**src/pkg/cdr_pkg.sv**
```systemverilog
package cdr_pkg;

   // Divide ratio from recovered bit clock to reference frequency
   localparam int unsigned REF_DIVIDE      = 64;
   localparam int unsigned DIV_W           = 6;

   // Frequency window: reference edges counted per comparison
   localparam int unsigned WINDOW_REFS     = 2000;
   localparam int unsigned CNT_W           = 12;
   localparam int unsigned PPM_SCALE       = 1000000;
   localparam int unsigned FINE_PPM        = 500;
   localparam int unsigned COARSE_PPM      = 2000;
   localparam logic [11:0] FINE_THRESH     =
      12'(WINDOW_REFS * FINE_PPM / PPM_SCALE);
   localparam logic [11:0] COARSE_THRESH   =
      12'(WINDOW_REFS * COARSE_PPM / PPM_SCALE);
   localparam logic [11:0] WINDOW_LAST     = 12'(WINDOW_REFS - 1);
   localparam logic [11:0] WINDOW_TARGET   = 12'(WINDOW_REFS);
   localparam logic [11:0] CNT_MAX         = 12'hfff;

   // Acquisition time budget, longest time rounds down
   localparam int unsigned CLK_PERIOD_NS   = 10;
   localparam int unsigned ACQ_TIME_US     = 500;
   localparam int unsigned ACQ_CYCLES      =
      ACQ_TIME_US * 1000 / CLK_PERIOD_NS;

   // Demultiplexer
   localparam logic [1:0]  LAST_LANE       = 2'h3;
   localparam logic [1:0]  CLK_HIGH_LANES  = 2'h2;

   typedef enum logic [1:0] {
      ACQ_PFD,
      ACQ_BB,
      TRACK
   } loop_mode_e;

   typedef enum logic [1:0] {
      PUMP_HIZ,
      PUMP_SOURCE,
      PUMP_SINK
   } pump_e;

   // Lane zero holds the earliest bit of the group
   typedef struct packed {
      logic parallel_lane_three;
      logic parallel_lane_two;
      logic parallel_lane_one;
      logic parallel_lane_zero;
   } demux_word_s;

   function automatic logic [11:0] abs_diff(input logic [11:0] a,
                                            input logic [11:0] b);
      abs_diff = (a > b) ? 12'(a - b) : 12'(b - a);
   endfunction : abs_diff

endpackage : cdr_pkg

```
**src/hw/cdr_word_buffer.sv**
```systemverilog
`timescale 1ns/10ps
module cdr_word_buffer
import cdr_pkg::*;
(
   input  wire logic               ref_clk,
   input  wire logic               reset_n,
   input  wire logic               clear,
   input  wire logic               in_valid,
   input  cdr_pkg::demux_word_s    in_data,
   output logic                    in_ready,
   output logic                    out_valid,
   input  wire logic               out_ready,
   output cdr_pkg::demux_word_s    out_data
);
   demux_word_s ent0_ff;
   demux_word_s ent1_ff;
   logic        v0_ff;
   logic        v1_ff;
   demux_word_s nxt_ent0;
   demux_word_s nxt_ent1;
   logic        nxt_v0;
   logic        nxt_v1;

   assign in_ready  = ~v1_ff;
   assign out_valid = v0_ff;
   assign out_data  = ent0_ff;

   // Head always sits in entry 0 so the outputs come straight from flops
   always_comb begin
      nxt_ent0 = ent0_ff;
      nxt_ent1 = ent1_ff;
      nxt_v0   = v0_ff;
      nxt_v1   = v1_ff;
      if (v0_ff && out_ready) begin
         nxt_ent0 = ent1_ff;
         nxt_v0   = v1_ff;
         nxt_v1   = 1'b0;
      end
      if (in_valid && !v1_ff) begin
         if (!nxt_v0) begin
            nxt_ent0 = in_data;
            nxt_v0   = 1'b1;
         end else begin
            nxt_ent1 = in_data;
            nxt_v1   = 1'b1;
         end
      end
      if (clear) begin
         nxt_v0 = 1'b0;
         nxt_v1 = 1'b0;
      end
   end

   always_ff @(posedge ref_clk or negedge reset_n) begin
      if (!reset_n) begin
         ent0_ff <= '0;
         ent1_ff <= '0;
         v0_ff   <= 1'b0;
         v1_ff   <= 1'b0;
      end else begin
         ent0_ff <= nxt_ent0;
         ent1_ff <= nxt_ent1;
         v0_ff   <= nxt_v0;
         v1_ff   <= nxt_v1;
      end
   end

endmodule : cdr_word_buffer

```
**src/hw/cdr_lock_detect_demux.sv**
```systemverilog
// Contract
// - Compare reference with divided clock; deviation selects acquisition.
// - Inside lock range, bang-bang detector takes the loop to track data.
// - Frequency detector of set/reset cells, used only in acquisition.
// - Reference runs at 1/64 of bit rate; recovered clock divided by 64.
// - Bang-bang detector samples each bit at boundary and mid-bit.
// - On bit transition, boundary sample decides early or late.
// - Selected detector drives pump: sink, source or high impedance.
// - Lock indicator stays high throughout recovery mode.
// - Acquiring: lock high with bang-bang, low with frequency detector.
// - Acquisition completes within 500 us; lock asserts after acquisition (code raises lock on entering bang-bang acquisition).
// - Recovered bits demultiplexed to four lanes with quarter-rate clock.
// - Output clock always runs from the recovered oscillator, data or not.
// - Operates across 2.3 to 2.7 Gbit/s line rates.
// - Lane zero carries earliest bit of each group, later lanes in order.
// - Global test reset, active high, resets the device; inactive in use.
`timescale 1ns/10ps
module cdr_lock_detect_demux
import cdr_pkg::*;
#(
   parameter int unsigned ACQ_LIMIT = cdr_pkg::ACQ_CYCLES
)
(
   input  wire logic               ref_clk,
   input  wire logic               reset_n,
   input  wire logic               global_test_reset,
   input  wire logic               threshold_coarse,
   input  wire logic               reference_clock_in,
   input  wire logic               vco_bit_tick,
   input  wire logic               serial_in_pos,
   input  wire logic               serial_in_neg,
   input  wire logic               boundary_in_pos,
   input  wire logic               boundary_in_neg,
   input  wire logic               lane_ready,
   output logic                    lock_indicator,
   output cdr_pkg::pump_e          pump_cmd,
   output logic                    quarter_rate_clock_out,
   output cdr_pkg::demux_word_s    lane_word,
   output logic                    lane_valid,
   output logic                    demux_overrun,
   output logic                    acquire_overrun
);
   import cdr_pkg::*;

   ////////////////////////////////////////////////////////////////////////
   logic              ref_prev_ff;
   logic [DIV_W-1:0]  div_cnt_ff;
   logic [CNT_W-1:0]  ref_cnt_ff;
   logic [CNT_W-1:0]  osc_cnt_ff;
   logic              window_done_ff;
   logic              in_range_ff;
   logic [DIV_W-1:0]  nxt_div_cnt;
   logic [CNT_W-1:0]  nxt_ref_cnt;
   logic [CNT_W-1:0]  nxt_osc_cnt;
   logic              nxt_window_done;
   logic              nxt_in_range;
   logic              ref_edge;
   logic              osc_tick;
   logic [CNT_W-1:0]  osc_total;
   logic [CNT_W-1:0]  thresh;

   assign ref_edge = reference_clock_in & ~ref_prev_ff;
   assign osc_tick = vco_bit_tick && (div_cnt_ff == DIV_W'(REF_DIVIDE - 1));
   // Static select; a change mid-window only skews one comparison
   assign thresh   = threshold_coarse ? COARSE_THRESH : FINE_THRESH;

   always_comb begin
      osc_total       = (osc_tick && osc_cnt_ff != CNT_MAX) ?
                        12'(osc_cnt_ff + 12'h001) : osc_cnt_ff;
      nxt_div_cnt     = vco_bit_tick ? DIV_W'(div_cnt_ff + 1'b1)
                                     : div_cnt_ff;
      nxt_ref_cnt     = ref_cnt_ff;
      nxt_osc_cnt     = osc_total;
      nxt_window_done = 1'b0;
      nxt_in_range    = in_range_ff;
      if (ref_edge) begin
         if (ref_cnt_ff == WINDOW_LAST) begin
            nxt_window_done = 1'b1;
            nxt_in_range = abs_diff(osc_total, WINDOW_TARGET) <= thresh;
            nxt_ref_cnt  = '0;
            nxt_osc_cnt  = '0;
         end else begin
            nxt_ref_cnt = 12'(ref_cnt_ff + 12'h001);
         end
      end
      if (global_test_reset) begin
         nxt_div_cnt     = '0;
         nxt_ref_cnt     = '0;
         nxt_osc_cnt     = '0;
         nxt_window_done = 1'b0;
         nxt_in_range    = 1'b0;
      end
   end

   always_ff @(posedge ref_clk or negedge reset_n) begin
      if (!reset_n) begin
         ref_prev_ff    <= 1'b0;
         div_cnt_ff     <= '0;
         ref_cnt_ff     <= '0;
         osc_cnt_ff     <= '0;
         window_done_ff <= 1'b0;
         in_range_ff    <= 1'b0;
      end else begin
         ref_prev_ff    <= reference_clock_in;
         div_cnt_ff     <= nxt_div_cnt;
         ref_cnt_ff     <= nxt_ref_cnt;
         osc_cnt_ff     <= nxt_osc_cnt;
         window_done_ff <= nxt_window_done;
         in_range_ff    <= nxt_in_range;
      end
   end

   ////////////////////////////////////////////////////////////////////////
   // Loop mode. A good window first tries the bang-bang detector; only a
   // second good window confirms recovery, so lock toggles while pulling in.
   loop_mode_e        mode_ff;
   loop_mode_e        nxt_mode;
   logic              lock_ff;
   logic              nxt_lock;
   logic [31:0]       acq_cnt_ff;
   logic [31:0]       nxt_acq_cnt;
   logic              acq_over_ff;
   logic              nxt_acq_over;

   always_comb begin
      nxt_mode = mode_ff;
      if (window_done_ff) begin
         case (mode_ff)
            ACQ_PFD: if (in_range_ff) nxt_mode = ACQ_BB;
            ACQ_BB:  nxt_mode = in_range_ff ? TRACK : ACQ_PFD;
            TRACK:   if (!in_range_ff) nxt_mode = ACQ_PFD;
            default: nxt_mode = ACQ_PFD;
         endcase
      end
      if (global_test_reset) nxt_mode = ACQ_PFD;
      nxt_lock = (nxt_mode != ACQ_PFD);
      // Acquisition timer: flags an overrun of the acquisition budget
      if (nxt_mode == TRACK || global_test_reset) begin
         nxt_acq_cnt = '0;
      end else if (acq_cnt_ff < ACQ_LIMIT) begin
         nxt_acq_cnt = acq_cnt_ff + 32'h0000_0001;
      end else begin
         nxt_acq_cnt = acq_cnt_ff;
      end
      nxt_acq_over = (nxt_acq_cnt >= ACQ_LIMIT);
   end

   always_ff @(posedge ref_clk or negedge reset_n) begin
      if (!reset_n) begin
         mode_ff     <= ACQ_PFD;
         lock_ff     <= 1'b0;
         acq_cnt_ff  <= '0;
         acq_over_ff <= 1'b0;
      end else begin
         mode_ff     <= nxt_mode;
         lock_ff     <= nxt_lock;
         acq_cnt_ff  <= nxt_acq_cnt;
         acq_over_ff <= nxt_acq_over;
      end
   end

   assign lock_indicator  = lock_ff;
   assign acquire_overrun = acq_over_ff;

   ////////////////////////////////////////////////////////////////////////
   // Detectors and pump
   logic              pfd_up_ff;
   logic              pfd_dn_ff;
   logic              prev_bit_ff;
   pump_e             pump_ff;
   logic              nxt_pfd_up;
   logic              nxt_pfd_dn;
   logic              nxt_prev_bit;
   pump_e             nxt_pump;
   logic              cur_bit;
   logic              bnd_bit;

   assign cur_bit = serial_in_pos & ~serial_in_neg;
   assign bnd_bit = boundary_in_pos & ~boundary_in_neg;

   always_comb begin
      nxt_pfd_up   = pfd_up_ff | ref_edge;
      nxt_pfd_dn   = pfd_dn_ff | osc_tick;
      if (nxt_pfd_up && nxt_pfd_dn) begin
         nxt_pfd_up = 1'b0;
         nxt_pfd_dn = 1'b0;
      end
      // Bit timing comes only from the tick, so any line rate in range works
      nxt_prev_bit = vco_bit_tick ? cur_bit : prev_bit_ff;
      nxt_pump     = PUMP_HIZ;
      if (mode_ff == ACQ_PFD) begin
         if (pfd_up_ff) nxt_pump = PUMP_SOURCE;
         else if (pfd_dn_ff) nxt_pump = PUMP_SINK;
      end else begin
         nxt_pfd_up = 1'b0;
         nxt_pfd_dn = 1'b0;
         if (vco_bit_tick && cur_bit != prev_bit_ff) begin
            // Boundary already shows the new bit: sampling is late
            nxt_pump = (bnd_bit == cur_bit) ? PUMP_SOURCE : PUMP_SINK;
         end
      end
      if (global_test_reset) begin
         nxt_pfd_up   = 1'b0;
         nxt_pfd_dn   = 1'b0;
         nxt_prev_bit = 1'b0;
         nxt_pump     = PUMP_HIZ;
      end
   end

   always_ff @(posedge ref_clk or negedge reset_n) begin
      if (!reset_n) begin
         pfd_up_ff   <= 1'b0;
         pfd_dn_ff   <= 1'b0;
         prev_bit_ff <= 1'b0;
         pump_ff     <= PUMP_HIZ;
      end else begin
         pfd_up_ff   <= nxt_pfd_up;
         pfd_dn_ff   <= nxt_pfd_dn;
         prev_bit_ff <= nxt_prev_bit;
         pump_ff     <= nxt_pump;
      end
   end

   assign pump_cmd = pump_ff;

   ////////////////////////////////////////////////////////////////////////
   // Demultiplexer. The line cannot be stalled, so a word that meets a full
   // buffer is dropped and flagged rather than held.
   logic [2:0]        shift_ff;
   logic [1:0]        bit_idx_ff;
   logic              qclk_ff;
   logic              push_valid_ff;
   demux_word_s       push_word_ff;
   logic              overrun_ff;
   logic [2:0]        nxt_shift;
   logic [1:0]        nxt_bit_idx;
   logic              nxt_qclk;
   logic              nxt_push_valid;
   demux_word_s       nxt_push_word;
   logic              nxt_overrun;
   logic              buf_in_ready;

   always_comb begin
      nxt_shift      = shift_ff;
      nxt_bit_idx    = bit_idx_ff;
      nxt_qclk       = qclk_ff;
      nxt_push_valid = 1'b0;
      nxt_push_word  = push_word_ff;
      nxt_overrun    = overrun_ff | (push_valid_ff & ~buf_in_ready);
      // Runs on the oscillator tick, so the clock keeps going without data
      if (vco_bit_tick) begin
         nxt_bit_idx = 2'(bit_idx_ff + 2'h1);
         nxt_qclk    = (nxt_bit_idx < CLK_HIGH_LANES);
         if (bit_idx_ff == LAST_LANE) begin
            nxt_push_valid = 1'b1;
            nxt_push_word  = '{parallel_lane_three: cur_bit,
                               parallel_lane_two:   shift_ff[2],
                               parallel_lane_one:   shift_ff[1],
                               parallel_lane_zero:  shift_ff[0]};
         end else begin
            // Only three bits wait; the fourth goes straight into the word
            nxt_shift[bit_idx_ff] = cur_bit;
         end
      end
      if (global_test_reset) begin
         nxt_shift      = '0;
         nxt_bit_idx    = '0;
         nxt_qclk       = 1'b0;
         nxt_push_valid = 1'b0;
         nxt_overrun    = 1'b0;
      end
   end

   always_ff @(posedge ref_clk or negedge reset_n) begin
      if (!reset_n) begin
         shift_ff      <= '0;
         bit_idx_ff    <= '0;
         qclk_ff       <= 1'b0;
         push_valid_ff <= 1'b0;
         push_word_ff  <= '0;
         overrun_ff    <= 1'b0;
      end else begin
         shift_ff      <= nxt_shift;
         bit_idx_ff    <= nxt_bit_idx;
         qclk_ff       <= nxt_qclk;
         push_valid_ff <= nxt_push_valid;
         push_word_ff  <= nxt_push_word;
         overrun_ff    <= nxt_overrun;
      end
   end

   assign quarter_rate_clock_out = qclk_ff;
   assign demux_overrun          = overrun_ff;

   cdr_word_buffer u_buffer (
      .ref_clk   (ref_clk),
      .reset_n   (reset_n),
      .clear     (global_test_reset),
      .in_valid  (push_valid_ff),
      .in_data   (push_word_ff),
      .in_ready  (buf_in_ready),
      .out_valid (lane_valid),
      .out_ready (lane_ready),
      .out_data  (lane_word)
   );
endmodule : cdr_lock_detect_demux

```
**config.mk**
```make
export PLATFORM = sky130hd
export DESIGN_NAME = cdr_lock_detect_demux
export DESIGN_NICKNAME = d
export VERILOG_FILES = /design/src/pkg/cdr_pkg.sv /design/src/hw/cdr_word_buffer.sv /design/src/hw/cdr_lock_detect_demux.sv
export SDC_FILE = /design/constraint.sdc
export NUM_CORES = 1
export LEC_CHECK = 0
export ABC_CLOCK_PERIOD_IN_PS = 5800
export BUFFER_PORTS_ARGS = -buffer_cell sky130_fd_sc_hd__buf_2
export CELL_PAD_IN_SITES_DETAIL_PLACEMENT = 0
export CELL_PAD_IN_SITES_GLOBAL_PLACEMENT = 2
export CORE_AREA = 3 3 111 113
export DETAILED_ROUTE_END_ITERATION = 10
export DIE_AREA = 0 0 114 116
export GPL_TIMING_DRIVEN = 0
export PLACE_DENSITY = 0.83
export SETUP_SLACK_MARGIN = 0.5
export SLEW_MARGIN = 20
export SYNTH_ARGS = -nofsm -noshare
export SYNTH_HDL_FRONTEND = slang
export SYNTH_HIERARCHICAL = 1
export SYNTH_SLANG_ARGS = --single-unit
```
**constraint.sdc**
```tcl
create_clock -name ref_clk -period 5.8 [get_ports ref_clk]
set_input_delay 1.16 -clock ref_clk [delete_from_list [all_inputs] [get_ports ref_clk]]
set_output_delay 1.16 -clock ref_clk [all_outputs]
set_load 0.02 [all_outputs]
```
# Yosys cells after proc, flatten, opt, wreduce, memory -nomap -nowiden
# Index checks and enable logic that the tools add are counted.
# W data, S select, Z words.
[totals]
ff_bits = 96
latch_bits = 0
mem_bits_rw = 0
romBits = 0
inputBits = 11
out_inout_bits = 11
n_memories = 0
[classes]
n_addsub = 7
multipliers = 0
div_mod_pow = 0
order_cmp = 7
eq_ne = 10
n_shift = 0
mux = 63
bitwise_logic = 10
n_reduce_logical = 18
[ops]
columns = ["operator", "n"]
rows = [
  ["$mux W12", 8],
  ["$mux W32", 2],
  ["$add A32 B1 Y32 const B", 1],
  ["$ge A32 B16 Y1 const B", 1],
  ["$lt A32 B16 Y1 const B", 1],
  ["$mux W1", 28],
  ["$mux W2", 13],
  ["$add A12 B1 Y12 const B", 2],
  ["$eq A12 B11 Y1 const B", 1],
  ["$gt A12 B11 Y1 const B", 1],
  ["$le A12 B3 Y1", 1],
  ["$mux W3", 4],
  ["$mux W4", 3],
  ["$mux W6", 2],
  ["$ne A12 B12 Y1 const B", 1],
  ["$sub A11 B12 Y12 const A", 1],
  ["$sub A12 B11 Y12 const B", 1],
  ["$reduce_and A2 Y1", 4],
  ["$reduce_bool A2 Y1", 4],
  ["$logic_and A1 B1 Y1", 7],
  ["$add A6 B1 Y6 const B", 1],
  ["$eq A2 B2 Y1 const B", 3],
  ["$eq A6 B6 Y1 const B", 1],
  ["$pmux W2 S3", 1],
  ["other kinds (16)", 23],
]

# Logic depth before layout (Yosys ltp)
[depth]
word_depth = 10
ltp_mapped = 17

# Modules after synthesis
# The synthesis kept the hierarchy.
[by_module_without_submodules]
columns = ["mod", "instances", "cells_per_inst", "area_per_inst_um2"]
rows = [
  ["cdr_lock_detect_demux", 1, 453, 4419.2],
  ["cdr_word_buffer", 1, 33, 440.4],
]

# Worst setup path after synthesis
# No wires, ideal clock.
[synth_path]
path_kind = "input-to-reg"
start = "input port vco_bit_tick"
end = "register in_range_ff"
setup_ps = 99
arrival_time_ps = 3965
t_required_ps = 5701
setup_slack_ps = 1736
path_stages = 15
cell_sequence = "nand4_1 nor3_1 nand4_1 xor2_1 a2111o_1 nor2_4 nor3_1 xnor2_1 ha_1 nor2b_1 o21ai_0 nand2_1 o41ai_1 a21oi_1 a311oi_1"
[synth_via]
elab_chain_len = 9
elab_cells_between_ends = 11
classes_between = "add/sub (2); order compare (2); mux (5); reduce/logical (2)"
[synth_rtl]
columns = ["element", "line", "source"]
rows = [
  ["start, declared", "cdr_lock_detect_demux.sv:29", "input wire logic vco_bit_tick,"],
  ["$logic_and A1 B1 Y1 *", "cdr_lock_detect_demux.sv:63", "assign osc_tick = vco_bit_tick && (div_cnt_ff == DIV_W'(REF_DIVIDE - 1));"],
  ["$logic_and A1 B1 Y1 *", "cdr_lock_detect_demux.sv:68", "osc_total = (osc_tick && osc_cnt_ff != CNT_MAX) ?"],
  ["$mux W12 *", "cdr_lock_detect_demux.sv:68", ""],
  ["$sub A11 B12 Y12, or another cell as far along", "cdr_pkg.sv:53", "abs_diff = (a > b) ? 12'(a - b) : 12'(b - a);"],
  ["$mux W12 *", "cdr_pkg.sv:53", ""],
  ["$le A12 B3 Y1 *", "cdr_lock_detect_demux.sv:79", "nxt_in_range = abs_diff(osc_total, WINDOW_TARGET) <= thresh;"],
  ["$mux W1 *", "cdr_lock_detect_demux.sv:77", "if (ref_cnt_ff == WINDOW_LAST) begin"],
  ["$mux W1 *", "cdr_lock_detect_demux.sv:76", "if (ref_edge) begin"],
  ["$mux W1 *", "cdr_lock_detect_demux.sv:86", "if (global_test_reset) begin"],
  ["end signal, assigned", "cdr_lock_detect_demux.sv:109", "in_range_ff <= nxt_in_range;"],
  ["end, declared", "cdr_lock_detect_demux.sv:51", "logic in_range_ff;"],
]
# Every way passes the cells marked *; elsewhere a longest branch is shown, timed or not. The select of a mux whose other input is x is not followed.
# A chain may end at the register's enable or synchronous reset.

# Worst setup path in the final report
# Same ends and word-level chain as after synthesis.

==> flow_summary.json <==
{
  "cp_cell_sequence": "buf_2 -> nand4_1 -> nor3_1 -> mux2i_1 -> a2111o_1 -> nor2_4 -> nor3_1 -> xnor2_1 -> ha_1 -> nor2b_1 -> o21ai_0 -> nand2_1 -> o41ai_1 -> a21oi_1 -> a311oi_1",
  "gp_congestion": 0.783,
  "drtAntennaViolNets": 0,
  "relSlewSlack_pct": 50.1,
  "antenna_found_initial": 0,
  "worstSetupEndpointType": "flop",
  "synthAdderAreaFrac_pct": 2.83,
  "fillers": 1106,
  "synthSimpleGateAreaFrac_pct": 23.1,
  "io_buffers": 21,
  "worstMarginPinSlew_ps": 747,
  "synth_edf_count": 0,
  "ys_types": 53,
  "clkTransAtPathRegs_ps": 60,
  "setup_viol": 0,
  "areaGrowthSynthToFinish_pct": 13.1,
  "num_rows": 39,
  "synth_top_area_cell": "dfrtp_1",
  "synth_top_family_by_area": "simple AND/OR/NAND/NOR gates",
  "ys_seq_elements": 96,
  "h-tree-depth": 3,
  "irDropWorstVdd_v": 0.000159,
  "post_drt_via_cell_ratio": 5.27,
  "wl_um": 9440,
  "overflow": 0,
  "track_usage_pct": 15.6,
  "status": "finished, final reports clean",
  "synthesis.nets": 508,
  "synth_compound_area_share_pct": 8.88,
  "timing.rr.start": "div_cnt_ff[0]$_DFFE_PN0N_",
  "path_common_cell": "nor3_1",
  "crit_arrival_ps": 4520,
  "synth_area_leaders": "dfrtp_1 (49%), nor2_1 (4.9%), mux2_2 (4.4%)",
  "async_flop_share_pct": 100,
  "firstDrtPassIters": 4,
  "reg2reg_depth": 15,
  "postCtsSetupBuffers": 0,
  "drive_gt1_share_pct": 13.7,
  "nets": 541,
  "critPathLaunch": "vco_bit_tick",
  "synth-warning-count": 6,
  "cts_root_buffer": "clkbuf_16",
  "avgSynthCellArea_um2": 10.0,
  "die_w_um": 114,
  "cts_tree": "done",
  "critical_path.endpoint": "in_range_ff$_DFFE_PN0P_",
  "post-dp-hpwl_um": 6850,
  "period_minus_slack_ps": 4280,
  "core-area_um2": 11400,
  "start_util_pct": 42.6,
  "startpoint_type": "input pin",
  "yosysTopAreaCellShare_pct": 49.4,
  "die_area_um2": 13200,
  "max_freq_ghz": 0.234,
  "required_ps": 6040,
  "place_area_um2": 5180,
  "grt_start_max_net_pins": 50,
  "routedWlPerCell_um": 14.2,
  "syn_area_um2": 4860,
  "maxCapViolCount": 0,
  "crit_type": "in -> reg",
  "cts_resized": 0,
  "route.detailed.drc": 0,
  "clock-sinks": 96,
  "power.density_nw_per_um2": 253,
  "antenna_cells": 0,
  "final_cell_area_um2": 5500,
  "insertion_delay_ps": 350,
  "drt_iter0_markers": 156,
  "grt_pass1_wl_um": 16400,
  "die_h_um": 116,
  "cts_made_buffers": 9,
  "r2r_slack_ps": 1840,
  "grt_pass1_vias": 3472,
  "hold_viol_final": 0,
  "setup_tns_ps": 0,
  "critPathSlowestCell": "nor3_1",
  "skew_ps": 13.2,
  "p_leak_nw": 2.47,
  "holdBufCountCts": 0,
  "syn-instance-count": 486,
  "period_share_pct": 73.8,
  "pin_count": 22,
  "ys_seq_area_share_pct": 49.4,
  "crit_fanout": 6,
  "synth_top_flop_cell": "dfrtp_1",
  "synthXorXnorAreaFrac_pct": 6.64,
  "min_path_type": "reg -> reg",
  "r2r_end": "in_range_ff$_DFFE_PN0P_",
  "rsz0062_at_grt": "false",
  "report.final.slew_viol_count": 0,
  "vias": 3515,
  "clockBufferDepth": 2,
  "cp_slowest_stage_delay_ps": 550,
  "synthMuxAreaShare_pct": 6.67
}
-- registers in the layout, summed over array words and instances, names as in the netlist, 2 cells and up --
name               flops
div_cnt_ff             6
mode_ff                2
ref_cnt_ff            12
acq_cnt_ff            32
bit_idx_ff             2
osc_cnt_ff            12
u_buffer/out_data      4
shift_ff               3
push_word_ff           4
u_buffer/ent1_ff       4
pump_cmd               2
-- cell type report --
| class | count | area, um2 | share of cell area [%] |
|---|---|---|---|
| sequential | 96 | 2400 | 43.7 |
| multi-input combinational | 360 | 2340 | 42.6 |
| clock buffer | 9 | 225 | 4.10 |
| tap | 143 | 179 | 3.25 |
| timing repair buffer | 22 | 139 | 2.53 |
| clock inverter | 7 | 95.1 | 1.73 |
| inverter | 17 | 63.8 | 1.16 |
| buffer | 13 | 53.8 | 0.979 |
-- where the power goes --
part | leakage (nW) | internal (mW) | total (mW) | switching, mW
combinational | 0.988 | 0.0245 | 0.0690 | 0.0445
sequential | 1.33 | 0.680 | 0.689 | 0.00897
clock | 0.156 | 0.378 | 0.635 | 0.256
-- cells in the mapped netlist (12+ instances only) --
cell type,count
mux2_2,19
o21ai_0,19
nand2_1,32
inv_1,17
and2_1,21
a21oi_1,16
xor2_1,15
xnor2_1,20
nand3_1,18
nand4_1,12
dfrtp_1,96
nor2_1,64
nor4_1,13
-- routing by layer --
metal  GRT usage (%)  vias to the layer above  part of all wire [%]
li1                -                     1781                     -
met1            21.3                     1688                    50
met2            24.1                       40                    46
met3            3.39                        6                   3.0
met4            6.49                        0                   1.1
met5               0                        -                     0
-- how the worst min path moves through the flow --
stage | from | end | slack, ps | cells past startpoint
floorplan | pfd_dn_ff$_DFF_PN0_ | pfd_up_ff$_DFF_PN0_ | 430 | 1
global placement | pfd_dn_ff$_DFF_PN0_ | pfd_up_ff$_DFF_PN0_ | 450 | 1
detailed placement | pfd_dn_ff$_DFF_PN0_ | pfd_up_ff$_DFF_PN0_ | 450 | 1
CTS | pfd_dn_ff$_DFF_PN0_ | pfd_up_ff$_DFF_PN0_ | 460 | 1
global route | pfd_dn_ff$_DFF_PN0_ | pfd_up_ff$_DFF_PN0_ | 490 | 1
finish | pfd_dn_ff$_DFF_PN0_ | pfd_up_ff$_DFF_PN0_ | 460 | 1
-- cells by family (layout without fill, tap and decap cells) --
| logic type | count (synthesis) | in the layout |
|---|---|---|
| mux | 30 | 30 |
| compound gates | 67 | 67 |
| buf+inv | 30 | 68 |
| flops | 96 | 96 |
| xor+xnor | 36 | 36 |
| fa+ha+maj | 11 | 11 |
| simple gates | 216 | 216 |
-- cell usage in the layout, fill, tap and decap left out, types with 3 or more instances in the layout --
cell type | Yosys | layout
mux2i_1 | 11 | 11
inv_1 | 17 | 17
a21o_1 | 3 | 3
nand2b_1 | 8 | 8
mux2_2 | 19 | 19
ha_1 | 11 | 11
and3_1 | 10 | 10
a211oi_1 | 3 | 3
dfrtp_1 | 96 | 96
nand4_1 | 12 | 12
clkbuf_1 | 9 | 9
clkbuf_16 | 0 | 9
xnor2_1 | 20 | 20
xor2_1 | 15 | 15
nor2_1 | 64 | 64
nand3_1 | 18 | 18
nor3_1 | 9 | 9
nor2b_1 | 7 | 7
o21ai_0 | 19 | 19
nand2_1 | 32 | 32
and2_1 | 21 | 21
nor3b_1 | 3 | 3
o211ai_1 | 3 | 3
a21oi_1 | 16 | 16
buf_2 | 1 | 21
nor4_1 | 13 | 13
or3_1 | 3 | 3
or2_2 | 4 | 4
a31oi_1 | 6 | 6
-- per-stage QoR --
step	setup WS, ps	util, %	std cells	hold WS (ps)	total power, mW
final	1520	48.1	667	460	1.39
after global routing	1110	48.1	667	491	1.46
after CTS	1510	48.1	667	462	1.42
after detailed placement	1160	45.3	651	453	0.773
after global placement	1160	45.0	650	447	0.769
after floorplan	1740	-	486	434	0.739
-- critical path: cells and delay by family --
kind                       cells  cell delay [ps]
AOI/OAI and AO/OA              5             1260
and+or+nand+nor                6             1230
adders and majority gates      1              310
muxes                          1              290
xor gates and xnor gates       1              150
buffers and inverters          1              110
Power figures use the tool's default switching activity.
